### src/as_map.vh
`ifndef AS_MAP_VH
`define AS_MAP_VH
// register indices (byte address = index, plain port)
`define AS_REG_CTRL 4'h0
`define AS_REG_STATUS 4'h1
`define AS_REG_IRQ_STAT 4'h2
`define AS_REG_IRQ_MASK 4'h3
`define AS_REG_REPORT 4'h4
`define AS_REG_RECOVER 4'h5
// control bits
`define AS_CTRL_SUPPLY 0
`define AS_CTRL_SHORT 1
`define AS_CTRL_PWRDN 2
`define AS_CTRL_RECOVER 3
`define AS_CTRL_OPEN 4
`define AS_CTRL_RESET 5'h00
// antenna conditions
`define AS_COND_INIT 2'h0
`define AS_COND_OK 2'h1
`define AS_COND_SHORT 2'h2
`define AS_COND_OPEN 2'h3
// report kinds
`define AS_KIND_FEATURE 1'b1
`define AS_KIND_COND 1'b0
// interrupt bits
`define AS_IRQ_REPORT 0
`define AS_IRQ_SHORT 1
`define AS_IRQ_OPEN 2
// recovery timeout: 1000 us at 20 MHz
`define AS_CLK_MHZ 20
`define AS_RECOVER_US 1000
`define AS_RECOVER_CYCLES (`AS_RECOVER_US * `AS_CLK_MHZ)
`endif

### src/as_supervisor.v
// Behaviour
// (RULE1) no reports while supply control disabled
// (RULE2) ctrl bit 0 enables supply control
// (RULE3) supply_off_out high switches antenna off
// (RULE4) ctrl bit 1 enables short detection
// (RULE5) short sense is active low, pulled up
// (RULE6) short without power-down keeps power on
// (RULE7) power-down on short off after reset
// (RULE8) short status latched until recovery/re-enable
// (RULE9) ctrl bit 3 enables short recovery
// (RULE10) recovery+power-down: supply off, status short
// (RULE11) after timeout retest; clear gives ok
// (RULE12) ctrl bit 4 enables open detection
// (RULE13) low presence with open detect reports open
// (RULE14) high presence reports antenna ok
// (RULE15) report on every status change
// (RULE16) start-up: features, init, then status
// (RULE17) initial status ok when antenna present
// (RULE18) two-flop synchronise both sense inputs
// (RULE19) recovery timeout counts clocks, restarts on off
//
// The strobed register port and the placing of the registers were chosen for this implementation.
`timescale 1ns/1ps
`default_nettype none
`include "as_map.vh"
module as_supervisor #(
  parameter [31:0] RECOVER_CYCLES = `AS_RECOVER_CYCLES
) (
  // clock and reset
  input wire clk,
  input wire rst_n,
  // register port
  input wire [3:0] reg_addr,
  input wire [7:0] reg_wdata,
  input wire reg_wr,
  input wire reg_rd,
  output reg [7:0] reg_rdata,
  // antenna pins
  input wire short_sense_low,
  input wire presence_sense,
  output reg supply_off_out,
  // status and interrupt
  output reg power_on,
  output reg [1:0] condition,
  output reg irq
);

////////////////////////////////////////////////////////////////////////////
// synchronisers
reg [1:0] short_sync;
reg [1:0] pres_sync;
always @(posedge clk or negedge rst_n) begin
  if (!rst_n) begin
    short_sync <= 2'h3;
    pres_sync <= 2'h3;
  end else begin
    short_sync <= {short_sync[0], short_sense_low}; // RULE18
    pres_sync <= {pres_sync[0], presence_sense}; // RULE18
  end
end
// pin idles high (pull-up outside) so high means no short
wire shorted = ~short_sync[1]; // RULE5
wire absent = ~pres_sync[1]; // RULE13

////////////////////////////////////////////////////////////////////////////
// control register
reg [4:0] ctrl;
wire en_supply = ctrl[`AS_CTRL_SUPPLY];
wire en_short = ctrl[`AS_CTRL_SHORT];
wire en_pwrdn = ctrl[`AS_CTRL_PWRDN];
wire en_recover = ctrl[`AS_CTRL_RECOVER];
wire en_open = ctrl[`AS_CTRL_OPEN];
wire wr_ctrl = reg_wr && reg_addr == `AS_REG_CTRL;
always @(posedge clk or negedge rst_n) begin
  if (!rst_n) begin
    ctrl <= `AS_CTRL_RESET; // RULE7
  end else if (wr_ctrl) begin
    ctrl <= reg_wdata[4:0]; // RULE2 RULE4 RULE9 RULE12
  end
end

////////////////////////////////////////////////////////////////////////////
// supervisor state
reg short_latched;
reg supply_cut;
reg [31:0] recover_cnt;
reg prev_short_en;
reg started;
wire short_rise_en = en_short && !prev_short_en;
wire timeout = supply_cut && recover_cnt == 32'h0;
// power-down and recovery go together; recovery alone cannot cut supply
wire cut_mode = en_pwrdn && en_recover;
always @(posedge clk or negedge rst_n) begin
  if (!rst_n) begin
    short_latched <= 1'b0;
    supply_cut <= 1'b0;
    recover_cnt <= 32'h0;
    prev_short_en <= 1'b0;
  end else begin
    prev_short_en <= en_short;
    if (!en_supply || !en_short || short_rise_en) begin
      short_latched <= 1'b0; // RULE8
      supply_cut <= 1'b0;
    end else if (supply_cut) begin
      if (recover_cnt != 32'h0) begin
        recover_cnt <= recover_cnt - 32'h1; // RULE19
      end else begin
        supply_cut <= 1'b0; // RULE11
        short_latched <= 1'b0; // RULE11
      end
    end else if (shorted && !short_latched) begin
      short_latched <= 1'b1; // RULE6 RULE10
      if (cut_mode) begin
        supply_cut <= 1'b1; // RULE10
        recover_cnt <= RECOVER_CYCLES - 32'h1; // RULE19
      end
    end
  end
end

// evaluated condition
reg [1:0] next_cond;
always @* begin
  if (short_latched) begin
    next_cond = `AS_COND_SHORT; // RULE8
  end else if (en_open && absent) begin
    next_cond = `AS_COND_OPEN; // RULE13
  end else begin
    next_cond = `AS_COND_OK; // RULE14 RULE17
  end
end

////////////////////////////////////////////////////////////////////////////
// outputs and report generator
reg [7:0] report;
reg report_valid;
reg [1:0] phase;
localparam PH_FEAT = 2'h0;
localparam PH_INIT = 2'h1;
localparam PH_RUN = 2'h2;
always @(posedge clk or negedge rst_n) begin
  if (!rst_n) begin
    supply_off_out <= 1'b0;
    power_on <= 1'b1;
    condition <= `AS_COND_INIT;
    report <= 8'h00;
    report_valid <= 1'b0;
    phase <= PH_FEAT;
    started <= 1'b0;
  end else begin
    report_valid <= 1'b0;
    supply_off_out <= supply_cut; // RULE3 RULE6
    power_on <= ~supply_cut; // RULE10
    if (!en_supply) begin
      phase <= PH_FEAT; // RULE1
      condition <= `AS_COND_INIT;
      started <= 1'b0;
    end else begin
      case (phase)
        PH_FEAT: begin
          report <= {`AS_KIND_FEATURE, 2'h0, en_open, en_recover, en_pwrdn, en_short,
            en_supply}; // RULE16
          report_valid <= 1'b1;
          phase <= PH_INIT;
        end
        PH_INIT: begin
          report <= {`AS_KIND_COND, 5'h00, `AS_COND_INIT}; // RULE16
          report_valid <= 1'b1;
          condition <= `AS_COND_INIT;
          phase <= PH_RUN;
        end
        PH_RUN: begin
          if (!started || next_cond != condition) begin
            condition <= next_cond; // RULE15
            report <= {`AS_KIND_COND, 5'h00, next_cond}; // RULE15
            report_valid <= 1'b1;
            started <= 1'b1;
          end
        end
        default: phase <= PH_FEAT;
      endcase
    end
  end
end

////////////////////////////////////////////////////////////////////////////
// interrupts: sticky, write one to clear, set wins
reg [2:0] irq_stat;
reg [2:0] irq_mask;
wire [2:0] irq_set = {report_valid && !report[7] && report[1:0] == `AS_COND_OPEN,
  report_valid && !report[7] && report[1:0] == `AS_COND_SHORT, report_valid};
wire wr_stat = reg_wr && reg_addr == `AS_REG_IRQ_STAT;
always @(posedge clk or negedge rst_n) begin
  if (!rst_n) begin
    irq_stat <= 3'h0;
    irq_mask <= 3'h0;
    irq <= 1'b0;
  end else begin
    irq_stat <= (irq_stat & ~(wr_stat ? reg_wdata[2:0] : 3'h0)) | irq_set;
    if (reg_wr && reg_addr == `AS_REG_IRQ_MASK) begin
      irq_mask <= reg_wdata[2:0];
    end
    irq <= |(((irq_stat & ~(wr_stat ? reg_wdata[2:0] : 3'h0)) | irq_set) & irq_mask);
  end
end

////////////////////////////////////////////////////////////////////////////
// read port, data one cycle after strobe; unmapped reads zero
always @(posedge clk or negedge rst_n) begin
  if (!rst_n) begin
    reg_rdata <= 8'h00;
  end else if (reg_rd) begin
    case (reg_addr)
      `AS_REG_CTRL: reg_rdata <= {3'h0, ctrl};
      `AS_REG_STATUS: reg_rdata <= {3'h0, shorted, supply_cut, ~supply_cut, condition};
      `AS_REG_IRQ_STAT: reg_rdata <= {5'h00, irq_stat};
      `AS_REG_IRQ_MASK: reg_rdata <= {5'h00, irq_mask};
      `AS_REG_REPORT: reg_rdata <= report;
      `AS_REG_RECOVER: reg_rdata <= {7'h00, supply_cut};
      default: reg_rdata <= 8'h00;
    endcase
  end else begin
    reg_rdata <= 8'h00;
  end
end

endmodule // as_supervisor
`default_nettype wire

### config.mk
export PLATFORM = sky130hd
export DESIGN_NAME = as_supervisor
export DESIGN_NICKNAME = d
export VERILOG_FILES = /design/src/as_supervisor.v
export VERILOG_INCLUDE_DIRS = /design/src
export SDC_FILE = /design/constraint.sdc
export NUM_CORES = 1
export LEC_CHECK = 0
export BUFFER_PORTS_ARGS = -buffer_cell sky130_fd_sc_hd__buf_2
export CORE_ASPECT_RATIO = 0.7
export CORE_MARGIN = 3
export CORE_UTILIZATION = 38
export DETAILED_ROUTE_END_ITERATION = 6
export GPL_ROUTABILITY_DRIVEN = 0
export PLACE_DENSITY = 0.62
export SLEW_MARGIN = 15
export SYNTH_ARGS = -nofsm -noshare
export SYNTH_HDL_FRONTEND = slang
export SYNTH_SLANG_ARGS = --single-unit
### constraint.sdc
create_clock -name clk -period 2.1 [get_ports clk]
set_input_delay 0.525 -clock clk [delete_from_list [all_inputs] [get_ports clk]]
set_output_delay 0.525 -clock clk [all_outputs]
set_load 0.005 [all_outputs]
## Word-level counts from Yosys, hierarchy flattened

Index checks and enable logic that the tools add are counted.

| word-level totals | value |
|---|---|
| word-level logic and storage cells | 109 |
| register bits after elaboration | 75 |
| input bits | 18 |
| output and inout port bits | 13 |

| operators by class | value |
|---|---|
| reduce and logical (&&, ||, !) cells | 33 |
| $add $sub $neg | 1 |
| muxes and demuxes | 31 |
| equal/unequal tests | 18 |
| bitwise gates (word level) | 8 |

Operators by type and width:

| operator | count |
|---|---|
| 2-to-1 mux 32 bit | 4 |
| case mux 8 bit (6 select lines) | 1 |
| nonzero test 32 bit | 1 |
| subtractor 32 x 1 -> 32 bit, second input constant | 1 |
| case mux 8 bit (3 select lines) | 1 |
| 2-to-1 mux 8 bit | 2 |
| 2-to-1 mux 1 bit | 14 |
| logical AND 1 bit | 10 |
| 2-to-1 mux 2 bit | 5 |
| == test 4 x 2 -> 1 bit, second input constant | 2 |
| == test 4 x 3 -> 1 bit, second input constant | 2 |
| bitwise AND 3 bit | 2 |
| == test 2 bit, second input constant | 3 |
| zero test 1 bit | 6 |
| != test 2 x 1 -> 1 bit, second input constant | 3 |
| != test 3 bit, second input constant | 2 |
| case mux 2 bit (3 select lines) | 1 |
| AND reduction 2 bit | 3 |
| nonzero test 3 bit | 2 |
| == test 4 x 1 -> 1 bit, second input constant | 1 |
| zero test 4 bit | 1 |
| != test 2 bit, second input constant | 2 |
| NOT 1 bit | 4 |
| case mux 2 bit (2 select lines) | 1 |
| other kinds (14) | 17 |

## Logic depth before layout (Yosys ltp)

Gate-level depths: netlist (run 1).

| depth | value |
|---|---|
| word-level depth | 9 |
| depth in mapped cells | 7 |
| depth with buffers taken out | 7 |

## Least setup slack after synthesis (run 1)

Ideal clock, no wire load.

| path | value |
|---|---|
| path kind | register -> register |
| start | reg recover_cnt[28] |
| end | reg recover_cnt[11] |
| cell stages (with the launch flop) | 7 |
| clock period less this slack | 2.080 ns |
| path buffers | 1 |
| slack | 0.020 ns |
| required time | 1.969 ns |
| arrival time | 1.949 ns |
| setup time | 0.131 ns |
| cell sequence | dfrtp_1 -> or4_4 -> nor4b_2 -> and3_1 -> buf_6 -> nor4_1 -> or3_1 |

| between the ends | value |
|---|---|
| cells in the longest elaborated chain, start to end | 3 |

RTL lines:

| element | RTL line | source |
|---|---|---|
| start, declared | as_supervisor.v:86 | `reg [31:0] recover_cnt;` |
| start signal, assigned | as_supervisor.v:106 | `recover_cnt <= recover_cnt - 32'h1;` |
| start signal, assigned | as_supervisor.v:115 | `recover_cnt <= RECOVER_CYCLES - 32'h1;` |
| nonzero test 32 bit | as_supervisor.v:105 | `if (recover_cnt != 32'h0) begin` |
| != test 2 x 1 -> 1 bit (no line) | -- |  |
| AND reduction 4 bit (no line) | -- |  |

Every way passes these cells.
A chain may end at the register's enable or synchronous reset.

## Final worst setup path (run 1)

| path | value |
|---|---|
| start | reg recover_cnt[28] |
| end | reg recover_cnt[14] |

Same word-level chain as after synthesis.

==> results.ini, run 1 <==
[run_status]
status=finished clean

[final_layout]
n_antenna_cell=0
final_common_cell=dfrtp_1
areaGrowthSynthToFinish_pct=25.4
seqCellArea_sq_mm=0.00179
layout_common_cells=64 x dfrtp_1, 42 x buf_4, 30 x nor2_1
fillers=848
multi_input_area_sq_mm=0.00182
fin_nets=438
drive_gt1_frac=0.310
postLayoutCoreUtil=0.497

[critical_path]
worstPathRequired_ns=2.30
startpoint_type=register
worstPathMaxFanout=7
critPathArrivalTime_ns=2.26
crit_slowest_cell=or4_4
path_class=reg2reg
end_kind=register
path_buf_inv=0
slowest_delay_ns=0.59
path_cells=or4_4 > or2_4 > o211ai_4 > nor3_2 > or3b_1
crit_family=simple AND/OR/NAND/NOR gates

[sta]
fin_worst_skew_ns=0.00685
holdWs_ns=0.130
finalHoldViolCount=0
drv_slew=0
setup_viol=0
finalCritPeriodShare=0.980
fmax_ghz=0.486
fin_crit_ns=2.06
rsz0062_at_grt=true
setup_tns_ns=0

[floorplan]
dieArea_sq_mm=0.0108
die_h_microns=88.0
fp-row-count=29
core_sq_mm=0.00922
initial_core_util=0.396
die_w_microns=123
pin_count=31

[logic_synthesis]
synth-seq-cells=71
synth_enable_flop_cells=0
synth.avg_cell_area_sq_um=10.4
yosys_warnings=0
async_flop_share=1.00
syn_area_sq_mm=0.00365
synth.distinct_cells=61
synth_flop_cell=dfrtp_1
synth_cells=351
yosysSeqAreaShare=0.488

[global_routing]
grt_start_max_net_pins=34
grt-ovfl-total=0
grt_pass1_wl_mm=14.1
grt.total_usage=0.166
antenna_found_initial=0
grt_pass1_vias=2709

[flow_run]
cap_violations=0

[place]
portBuffers=25
hpwl_mm=6.09

[clock_tree]
cts_buffers=9
clk_path_buf_depth=2
clk_pin_slew_ns=0.06
cts_tree=yes
insertion_delay_ns=0.33
htreeDepth=3
cts_hold_buf=0
cts_root_buf=clkbuf_16
clkSinkCount=71

[drt]
vias_per_cell=5.44
drtIter0Drc=193
wl_per_cell_microns=15.3
ant_nets=0
wirelength_mm=8.33
firstDrtPassIters=4
drc=0
via_count=2956

[power_and_ir_drop]
ir_drop_v=0.000414
clock_power_share=0.333
leakage_nw=2.15
p_sw_frac=0.312
seqPwrFrac=0.381
p_int_mw=3.19
combPwrFrac=0.286
switching_power_mw=1.44
p_per_area_mw_per_mm2=1010

[hold_path]
min_path_type=in2async

-- power groups by stage --
| stage | Sequential (mW) | Clock [mW] | Combinational (mW) |
|---|---|---|---|
| after floorplan | 1.72 | 0 | 0.844 |
| after global placement | 1.76 | 0 | 1.20 |
| after global routing | 1.79 | 1.66 | 1.47 |
| final | 1.77 | 1.54 | 1.32 |
| after CTS | 1.75 | 1.60 | 1.25 |
| after detailed placement | 1.77 | 0 | 1.21 |
-- state kept, by name, summed over array words and instances, names as in the netlist, 2 cells and up --
name / cells
irq_stat: 3
recover_cnt: 32
report: 6
short_sync: 2
irq_mask: 3
ctrl: 5
phase: 2
reg_rdata: 6
pres_sync: 2
condition: 2
-- stage by stage --
step	setup WS, ns	total power [mW]	instance area (sq um)	cells
final	0.0417	4.63	4580	543
after CTS	0.0159	4.60	4500	541
after global routing	-0.0214	4.92	4580	543
after global placement	0.0318	2.96	4170	525
after floorplan	0.0201	2.56	3650	352
after detailed placement	-0.0435	2.98	4170	525
-- worst reg2reg max path, cell delays in order (launching register included) --
cell      delay (ns)
dfrtp_1         0.38
or4_4           0.59
or2_4           0.27
o211ai_4        0.29
nor3_2          0.06
or3b_1          0.35
-- metal layers --
layer,GRT usage,vias to the layer above,share of wire
met5,0,-,0
met4,0.0281,0,0.0080
met3,0.0445,8,0.052
met2,0.231,79,0.42
met1,0.258,1441,0.52
li1,-,1428,-
-- cell usage after synthesis (all sizes together) (6+ instances only) --
cell type,instances,area [sq um]
a31oi,7,43.8
mux2,11,124
clkbuf,9,33.8
nor4,10,98.8
a22oi,6,45.0
mux2i,14,140
inv,13,48.8
o31ai,8,60.1
nand4,7,43.8
or4,6,52.6
o211ai,7,57.6
dfrtp,66,1650
or3,10,62.6
nand2,24,90.1
nor2,30,113
nand3,12,60.1
nor3,11,55.1
o21ai,14,70.1
ha,6,75.1
buf,7,45.0
a21oi,12,60.1
-- logic make-up (layout without fill, tap and decap cells) --
group	after synthesis	count (layout)	share of synthesized area
adder cells (fa/ha/maj)	6	6	0.0206
other	1	2	0.00103
AO/OA/AOI/OAI	73	73	0.136
multiplexers	27	27	0.0846
flip-flops	71	71	0.488
AND/OR/NAND/NOR	139	139	0.223
XOR/XNOR	5	5	0.0120
buffers and inverters	29	96	0.0350
-- worst paths after layout --
check / depth (start not counted) / startpoint / to / slack [ns]
max: 5 / recover_cnt[28] / recover_cnt[14] / 0.04
max in group asynchronous: 2 / rst_n / recover_cnt[13] / 1.39
min in group clk: 1 / presence_sense / pres_sync[0] / 0.30
min reg2reg: 0 / short_sync[0] / short_sync[1] / 0.35
min: 1 / rst_n / recover_cnt[24] / 0.13
max reg2reg: 5 / recover_cnt[28] / recover_cnt[14] / 0.04
-- cell type report --
type,count,area share
Sequential cell,71,0.390
Multi-Input combinational cell,252,0.398
Tap cell,124,0.0339
Clock buffer,11,0.0552
Inverter,13,0.0107
Timing Repair Buffer,67,0.0995
Clock inverter,5,0.0123
-- timing repair --
action	4_1_cts	5_1_grt
endpoints found under the setup margin	6	9
resized for setup	4	15
endpoints found under the hold margin	0	0
buffers inserted	0	2
pin swaps	1	5
Note: power is estimated with default switching activity, not from simulation.
==> inputs of run 2 (changes only) <==
CTS_BUF_LIST = sky130_fd_sc_hd__clkbuf_4   (was unset)
==> results.ini, run 2 (synthesized netlist as in run 1, its figures left out) <==
[run_status]
status=finished clean

[floorplan]
core_sq_mm=0.00922  ; unchanged
dieArea_sq_mm=0.0108  ; unchanged
die_w_microns=123  ; unchanged
pin_count=31  ; unchanged
initial_core_util=0.396  ; unchanged
fp-row-count=29  ; unchanged
die_h_microns=88.0  ; unchanged

[critical_path]
critPathArrivalTime_ns=2.44  ; +0.18 ns
r2r-end=recover_cnt[29]
r2r-start=recover_cnt[8]
reg2regPathDepth=5  ; unchanged
end_kind=register
path_class=reg2reg
startpoint_type=register
worstPathMaxFanout=4  ; -3
r2r_setup_slack_ns=0.003  ; -0.04 ns
worstPathRequired_ns=2.44  ; +0.14 ns

[final_layout]
top_register=recover_cnt
drive_gt1_frac=0.317  ; +0.00652
multi_input_area_sq_mm=0.00182  ; unchanged
fillers=857  ; +1.1%
final_common_cell=dfrtp_1
areaGrowthSynthToFinish_pct=21.4
seqCellArea_sq_mm=0.00179  ; +0.14%
reg_top3=recover_cnt: 32 flops, reg_rdata: 6 flops, report: 6 flops
layout_common_cells=62 x dfrtp_1, 46 x buf_4, 30 x nor2_1
n_antenna_cell=0  ; unchanged
largest_reg_flops=32  ; unchanged
fin_nets=442  ; +0.91%

[clock_tree]
clkSinkCount=71  ; unchanged
insertion_delay_ns=0.42  ; +0.09 ns
cts_tree=yes
htreeDepth=3  ; unchanged
cts_root_buf=clkbuf_4
cts_hold_buf=0  ; unchanged
clk_path_buf_depth=2  ; unchanged
cts_buffers=9  ; unchanged
clk_pin_slew_ns=0.12  ; +0.06 ns

[drt]
via_count=2949  ; -0.24%
wirelength_mm=8.28  ; -0.64%
vias_per_cell=5.39  ; -0.97%
drc=0  ; unchanged
drtIter0Drc=194  ; +0.52%
wl_per_cell_microns=15.1  ; -1.4%
firstDrtPassIters=5  ; +1
ant_nets=0  ; unchanged

[global_routing]
grt_pass1_wl_mm=13.9  ; -1.4%
grt.total_usage=0.164  ; -0.00156
grt_start_max_net_pins=34  ; unchanged
antenna_found_initial=0  ; unchanged
grt_pass1_vias=2685  ; -0.89%
grt-ovfl-total=0  ; unchanged

[flow_run]
cap_violations=0  ; unchanged

[sta]
fin_worst_skew_ns=0.0183  ; +0.0114 ns
drv_slew=0  ; unchanged
setup_viol=0  ; unchanged
fin_crit_ns=2.10  ; +0.0391 ns
finalHoldViolCount=0  ; unchanged
holdWs_ns=0.0253  ; -0.105 ns
finalCritPeriodShare=0.999  ; +0.0186
fmax_ghz=0.477  ; -1.9%
setup_ws_ns=0.00261  ; -0.0391 ns
rsz0062_at_grt=true

[power_and_ir_drop]
leakage_nw=2.09  ; -2.9%
ir_drop_v=0.000272  ; -34%
p_per_area_mw_per_mm2=887  ; -12%

[place]
place_ws_ns=-0.0435  ; unchanged
portBuffers=25  ; unchanged
hpwl_mm=6.09  ; unchanged

[hold_path]
min_path_type=in2async

-- run 2: report_power, final --
group | switching [mW] | leakage, nW | internal, mW
registers | 0.195 | 0.922 | 1.56
logic | 0.678 | 1.10 | 0.653
clock network | 0.490 | 0.0708 | 0.353
total | 1.36 | 2.09 | 2.57
-- run 2: routing by layer --
metal / track usage / vias up / share of wire
met5: 0 / - / 0
met4: 0.0402 / 0 / 0.011
met3: 0.0458 / 8 / 0.059
met2: 0.223 / 79 / 0.41
met1: 0.255 / 1418 / 0.52
li1: - / 1444 / -
-- run 2: cell type report --
cell class / count / share of cell area
clock buffers: 9 / 0.0152
clock inverters: 7 / 0.0144
inverters: 13 / 0.0110
multi-input cells: 252 / 0.411
flip-flops and latches: 71 / 0.403
well taps: 124 / 0.0350
repair buffers: 71 / 0.110
-- run 2: repair_timing --
| item | CTS | global route |
|---|---|---|
| setup buffers | 1 | 5 |
| gates resized for setup | 3 | 18 |
| pin swaps | 1 | 5 |
| endpoints found under the setup margin | 6 | 12 |
| cloned | 0 | 0 |
-- run 2: metrics by stage --
stage | instance area, sq um | util | instances | TNS (ns) | power [mW]
6_report | 4430 | 0.481 | 547 | 0 | 3.93
5_1_grt | 4430 | 0.481 | 547 | -0.135 | 4.21
4_1_cts | 4330 | 0.469 | 542 | 0 | 3.86
3_5_place_dp | 4170 | 0.453 | 525 | -0.178 | 2.98
3_3_place_gp | 4170 | 0.453 | 525 | 0 | 2.96
2_1_floorplan | 3650 | - | 352 | 0 | 2.56
-- run 2: how the worst max path moves through the flow --
| stage | depth (start not counted) | start | endpoint | slack, ns |
|---|---|---|---|---|
| global placement | 5 | recover_cnt[28] | recover_cnt[11] | 0.03 |
| CTS | 5 | recover_cnt[29] | recover_cnt[0] | 0.006 |
| global route | 5 | recover_cnt[28] | recover_cnt[14] | -0.05 |
| finish | 5 | recover_cnt[8] | recover_cnt[29] | 0.003 |
| detailed placement | 6 | recover_cnt[25] | recover_cnt[29] | -0.04 |
| floorplan | 6 | recover_cnt[28] | recover_cnt[11] | 0.02 |
-- run 2: critical path: stages, from the launching register on --
cell and delay [ns]:
dfrtp_1 0.47, nor4_4 0.33, nand4_1 0.19, or4_4 0.55
or3_1 0.32, a21oi_1 0.16
==> inputs of run 3 (changes only) <==
ABC_AREA = 1   (was unset)
==> results.ini, run 3 <==
[logic_synthesis]
synthAdderAreaFrac=0.0185  ; -0.00201
synth_top_area_share=0.408  ; -0.0443
synthSimpleGateAreaFrac=0.345  ; +0.123
syn_area_sq_mm=0.00405  ; +11%
synth.distinct_cells=31  ; -49%
yosys_warnings=0  ; unchanged
synth_top_cell_by_area=dfrtp_1
synth_top_family_by_area=simple AND/OR/NAND/NOR gates
synth-seq-cells=71  ; unchanged
async_flop_share=1.00  ; unchanged
synth_flop_cell=dfrtp_1
synth.avg_cell_area_sq_um=7.54  ; -28%
synth_compound_area_frac=0.0980  ; -0.0377
yosysSeqAreaShare=0.440  ; -0.0479
synth_mux_area_frac=0  ; -0.0846
synth.most_common_cell=nand2_1
synth_cells=537  ; +53%
synth_xor_area_frac=0.0238  ; +0.0118
netlist_top_cells_count=142 x nand2_1, 87 x nor2_1, 66 x dfrtp_1, 54 x inv_1, 44 x nand3_1
synth_enable_flop_cells=0  ; unchanged
synthTopCellsByArea=dfrtp_1 41%, nand2_1 13%, nor2_1 8.1%

[global_routing]
antenna_found_initial=0  ; unchanged
grt_pass1_vias=3420  ; +27%
grt_start_max_net_pins=72  ; +110%
grt-ovfl-total=0  ; unchanged
grt_pass1_wl_mm=16.9  ; +22%
grt.total_usage=0.179  ; +0.0152

[sta]
setup_tns_ns=0  ; unchanged
finalCritPeriodShare=0.885  ; -0.114
fin_crit_ns=1.86  ; -0.239 ns
rsz0062_at_grt=false
setup_ws_ns=0.241  ; +0.239 ns
fmax_ghz=0.538  ; +13%
finalHoldViolCount=0  ; unchanged
fin_worst_skew_ns=0.0251  ; +0.00683 ns
drv_slew=0  ; unchanged
setup_viol=0  ; unchanged

[critical_path]
r2r_setup_slack_ns=0.24  ; +0.24 ns
startpoint_type=register
worstPathMaxFanout=36  ; +32
end_kind=register
crit_slowest_cell=dfrtp_1
path_class=reg2reg
critPathArrivalTime_ns=2.23  ; -0.21 ns
slowest_delay_ns=0.37  ; -0.18 ns
r2r-end=recover_cnt[24]
worstPathRequired_ns=2.48  ; +0.04 ns
path_common_cell=nor2_4
reg2regPathDepth=11  ; +6
r2r-start=recover_cnt[0]
path_cells=inv_1 > ha_1 > nand2_2 > nor2_4 > nand2_4 > nor2_4 > nor2_4 > nor2_8 > buf_12 > nand2_1 > o21ai_1

[power_and_ir_drop]
p_sw_frac=0.412  ; +0.0654
ir_drop_v=0.000312  ; +15%
switching_power_mw=1.76  ; +29%
seqPwrFrac=0.393  ; -0.054
p_per_area_mw_per_mm2=951  ; +7.3%
p_int_mw=2.51  ; -2.2%
clock_power_share=0.210  ; -0.004
leakage_nw=2.31  ; +10%
combPwrFrac=0.397  ; +0.058

[final_layout]
postLayoutCoreUtil=0.448  ; -0.0328
areaGrowthSynthToFinish_pct=10.9
fin_nets=597  ; +35%
reg_top3=recover_cnt: 32 flops, reg_rdata: 6 flops, report: 6 flops
layout_common_cells=142 x nand2_1, 87 x nor2_1, 66 x dfrtp_1
largest_reg_flops=32  ; unchanged
final_common_cell=nand2_1
fin_area_sq_mm=0.00449  ; +1.3%
drive_gt1_frac=0.138  ; -0.178
top_register=recover_cnt
n_antenna_cell=0  ; unchanged

[clock_tree]
clk_pin_slew_ns=0.12  ; about the same
clkSinkCount=71  ; unchanged
cts_buffers=9  ; unchanged
cts_tree=yes
cts_root_buf=clkbuf_4
cts_resized=0  ; -3
cts_hold_buf=0  ; unchanged
clk_path_buf_depth=2  ; unchanged
insertion_delay_ns=0.45  ; +0.03 ns
post_cts_buffers=0  ; -1
htreeDepth=3  ; unchanged

[floorplan]
die_w_microns=129  ; +5.0%
core_sq_mm=0.0100  ; +8.7%
initial_core_util=0.404  ; +0.00773
dieArea_sq_mm=0.0119  ; +10%
fp-row-count=30  ; +3.4%
pin_count=31  ; unchanged
die_h_microns=92.4  ; +4.9%

[place]
portBuffers=25  ; unchanged
place_ws_ns=0.237  ; +0.281 ns
dpl_cell_area_sq_mm=0.00435  ; +4.3%
hpwl_mm=7.30  ; +20%

[flow_run]
cap_violations=0  ; unchanged

[hold_path]
min_path_type=in2async

[drt]
drc=0  ; unchanged
vias_per_cell=5.06  ; -6.2%
ant_nets=0  ; unchanged
wl_per_cell_microns=13.9  ; -7.9%
firstDrtPassIters=5  ; unchanged
drtIter0Drc=317  ; +63%
via_count=3570  ; +21%
wirelength_mm=9.84  ; +19%

[run_status]
status=finished clean

## run 3: worst max-delay path by stage
stage | from | endpoint | slack (ns) | cells after the start
2_1_floorplan | recover_cnt[0] | recover_cnt[18] | 0.33 | 11
3_3_place_gp | recover_cnt[0] | recover_cnt[31] | 0.28 | 10
3_5_place_dp | recover_cnt[0] | recover_cnt[24] | 0.24 | 11
4_1_cts | recover_cnt[0] | recover_cnt[24] | 0.22 | 11
5_1_grt | recover_cnt[0] | recover_cnt[25] | 0.06 | 11
6_report | recover_cnt[0] | recover_cnt[24] | 0.24 | 11
## run 3: critical path, delay by kind of cell, from the launching register on
kind | cells | cell delay [ns]
AND/OR/NAND/NOR | 7 | 0.79
flip-flops | 1 | 0.37
buffers and inverters | 2 | 0.33
adder cells (fa/ha/maj) | 1 | 0.20
AO/OA/AOI/OAI | 1 | 0.09
## run 3: cell type report
class	count	area (sq um)
multi-input combinational	401	1970
sequential	71	1780
fill	1007	5530
clock buffer	9	67.6
timing repair buffer	36	233
tap	128	160
inverter	54	203
clock inverter	7	71.3
## run 3: power groups by stage
stage	Clock, mW	Combinational (mW)	Sequential [mW]
6_report	0.897	1.70	1.68
5_1_grt	0.982	1.95	1.70
4_1_cts	0.921	1.69	1.67
3_5_place_dp	0	1.69	1.70
3_3_place_gp	0	1.64	1.69
2_1_floorplan	0	1.26	1.66
## run 3: per-stage QoR
stage	total power, mW	hold slack, ns	std cells
CTS	4.28	0.0919	706
finish	4.27	0.0756	706
floorplan	2.92	0.229	538
global route	4.64	0.0811	706
detailed placement	3.38	0.348	690
global placement	3.33	0.346	690
## run 3: metal layers
metal | track usage | wire, microns | vias up
li1 | - | - | 1802
met1 | 0.273 | 5090 | 1665
met2 | 0.249 | 3940 | 96
met3 | 0.0490 | 714 | 7
met4 | 0.0437 | 102 | 0
met5 | 0 | 0 | -
## run 3: logic make-up after synthesis
kind of cell    count (synthesis)
simple gates                  316
xor+xnor                       11
compound gates                 66
buf+inv                        66
fa+ha+maj                       6
flops                          71
other cells                     1
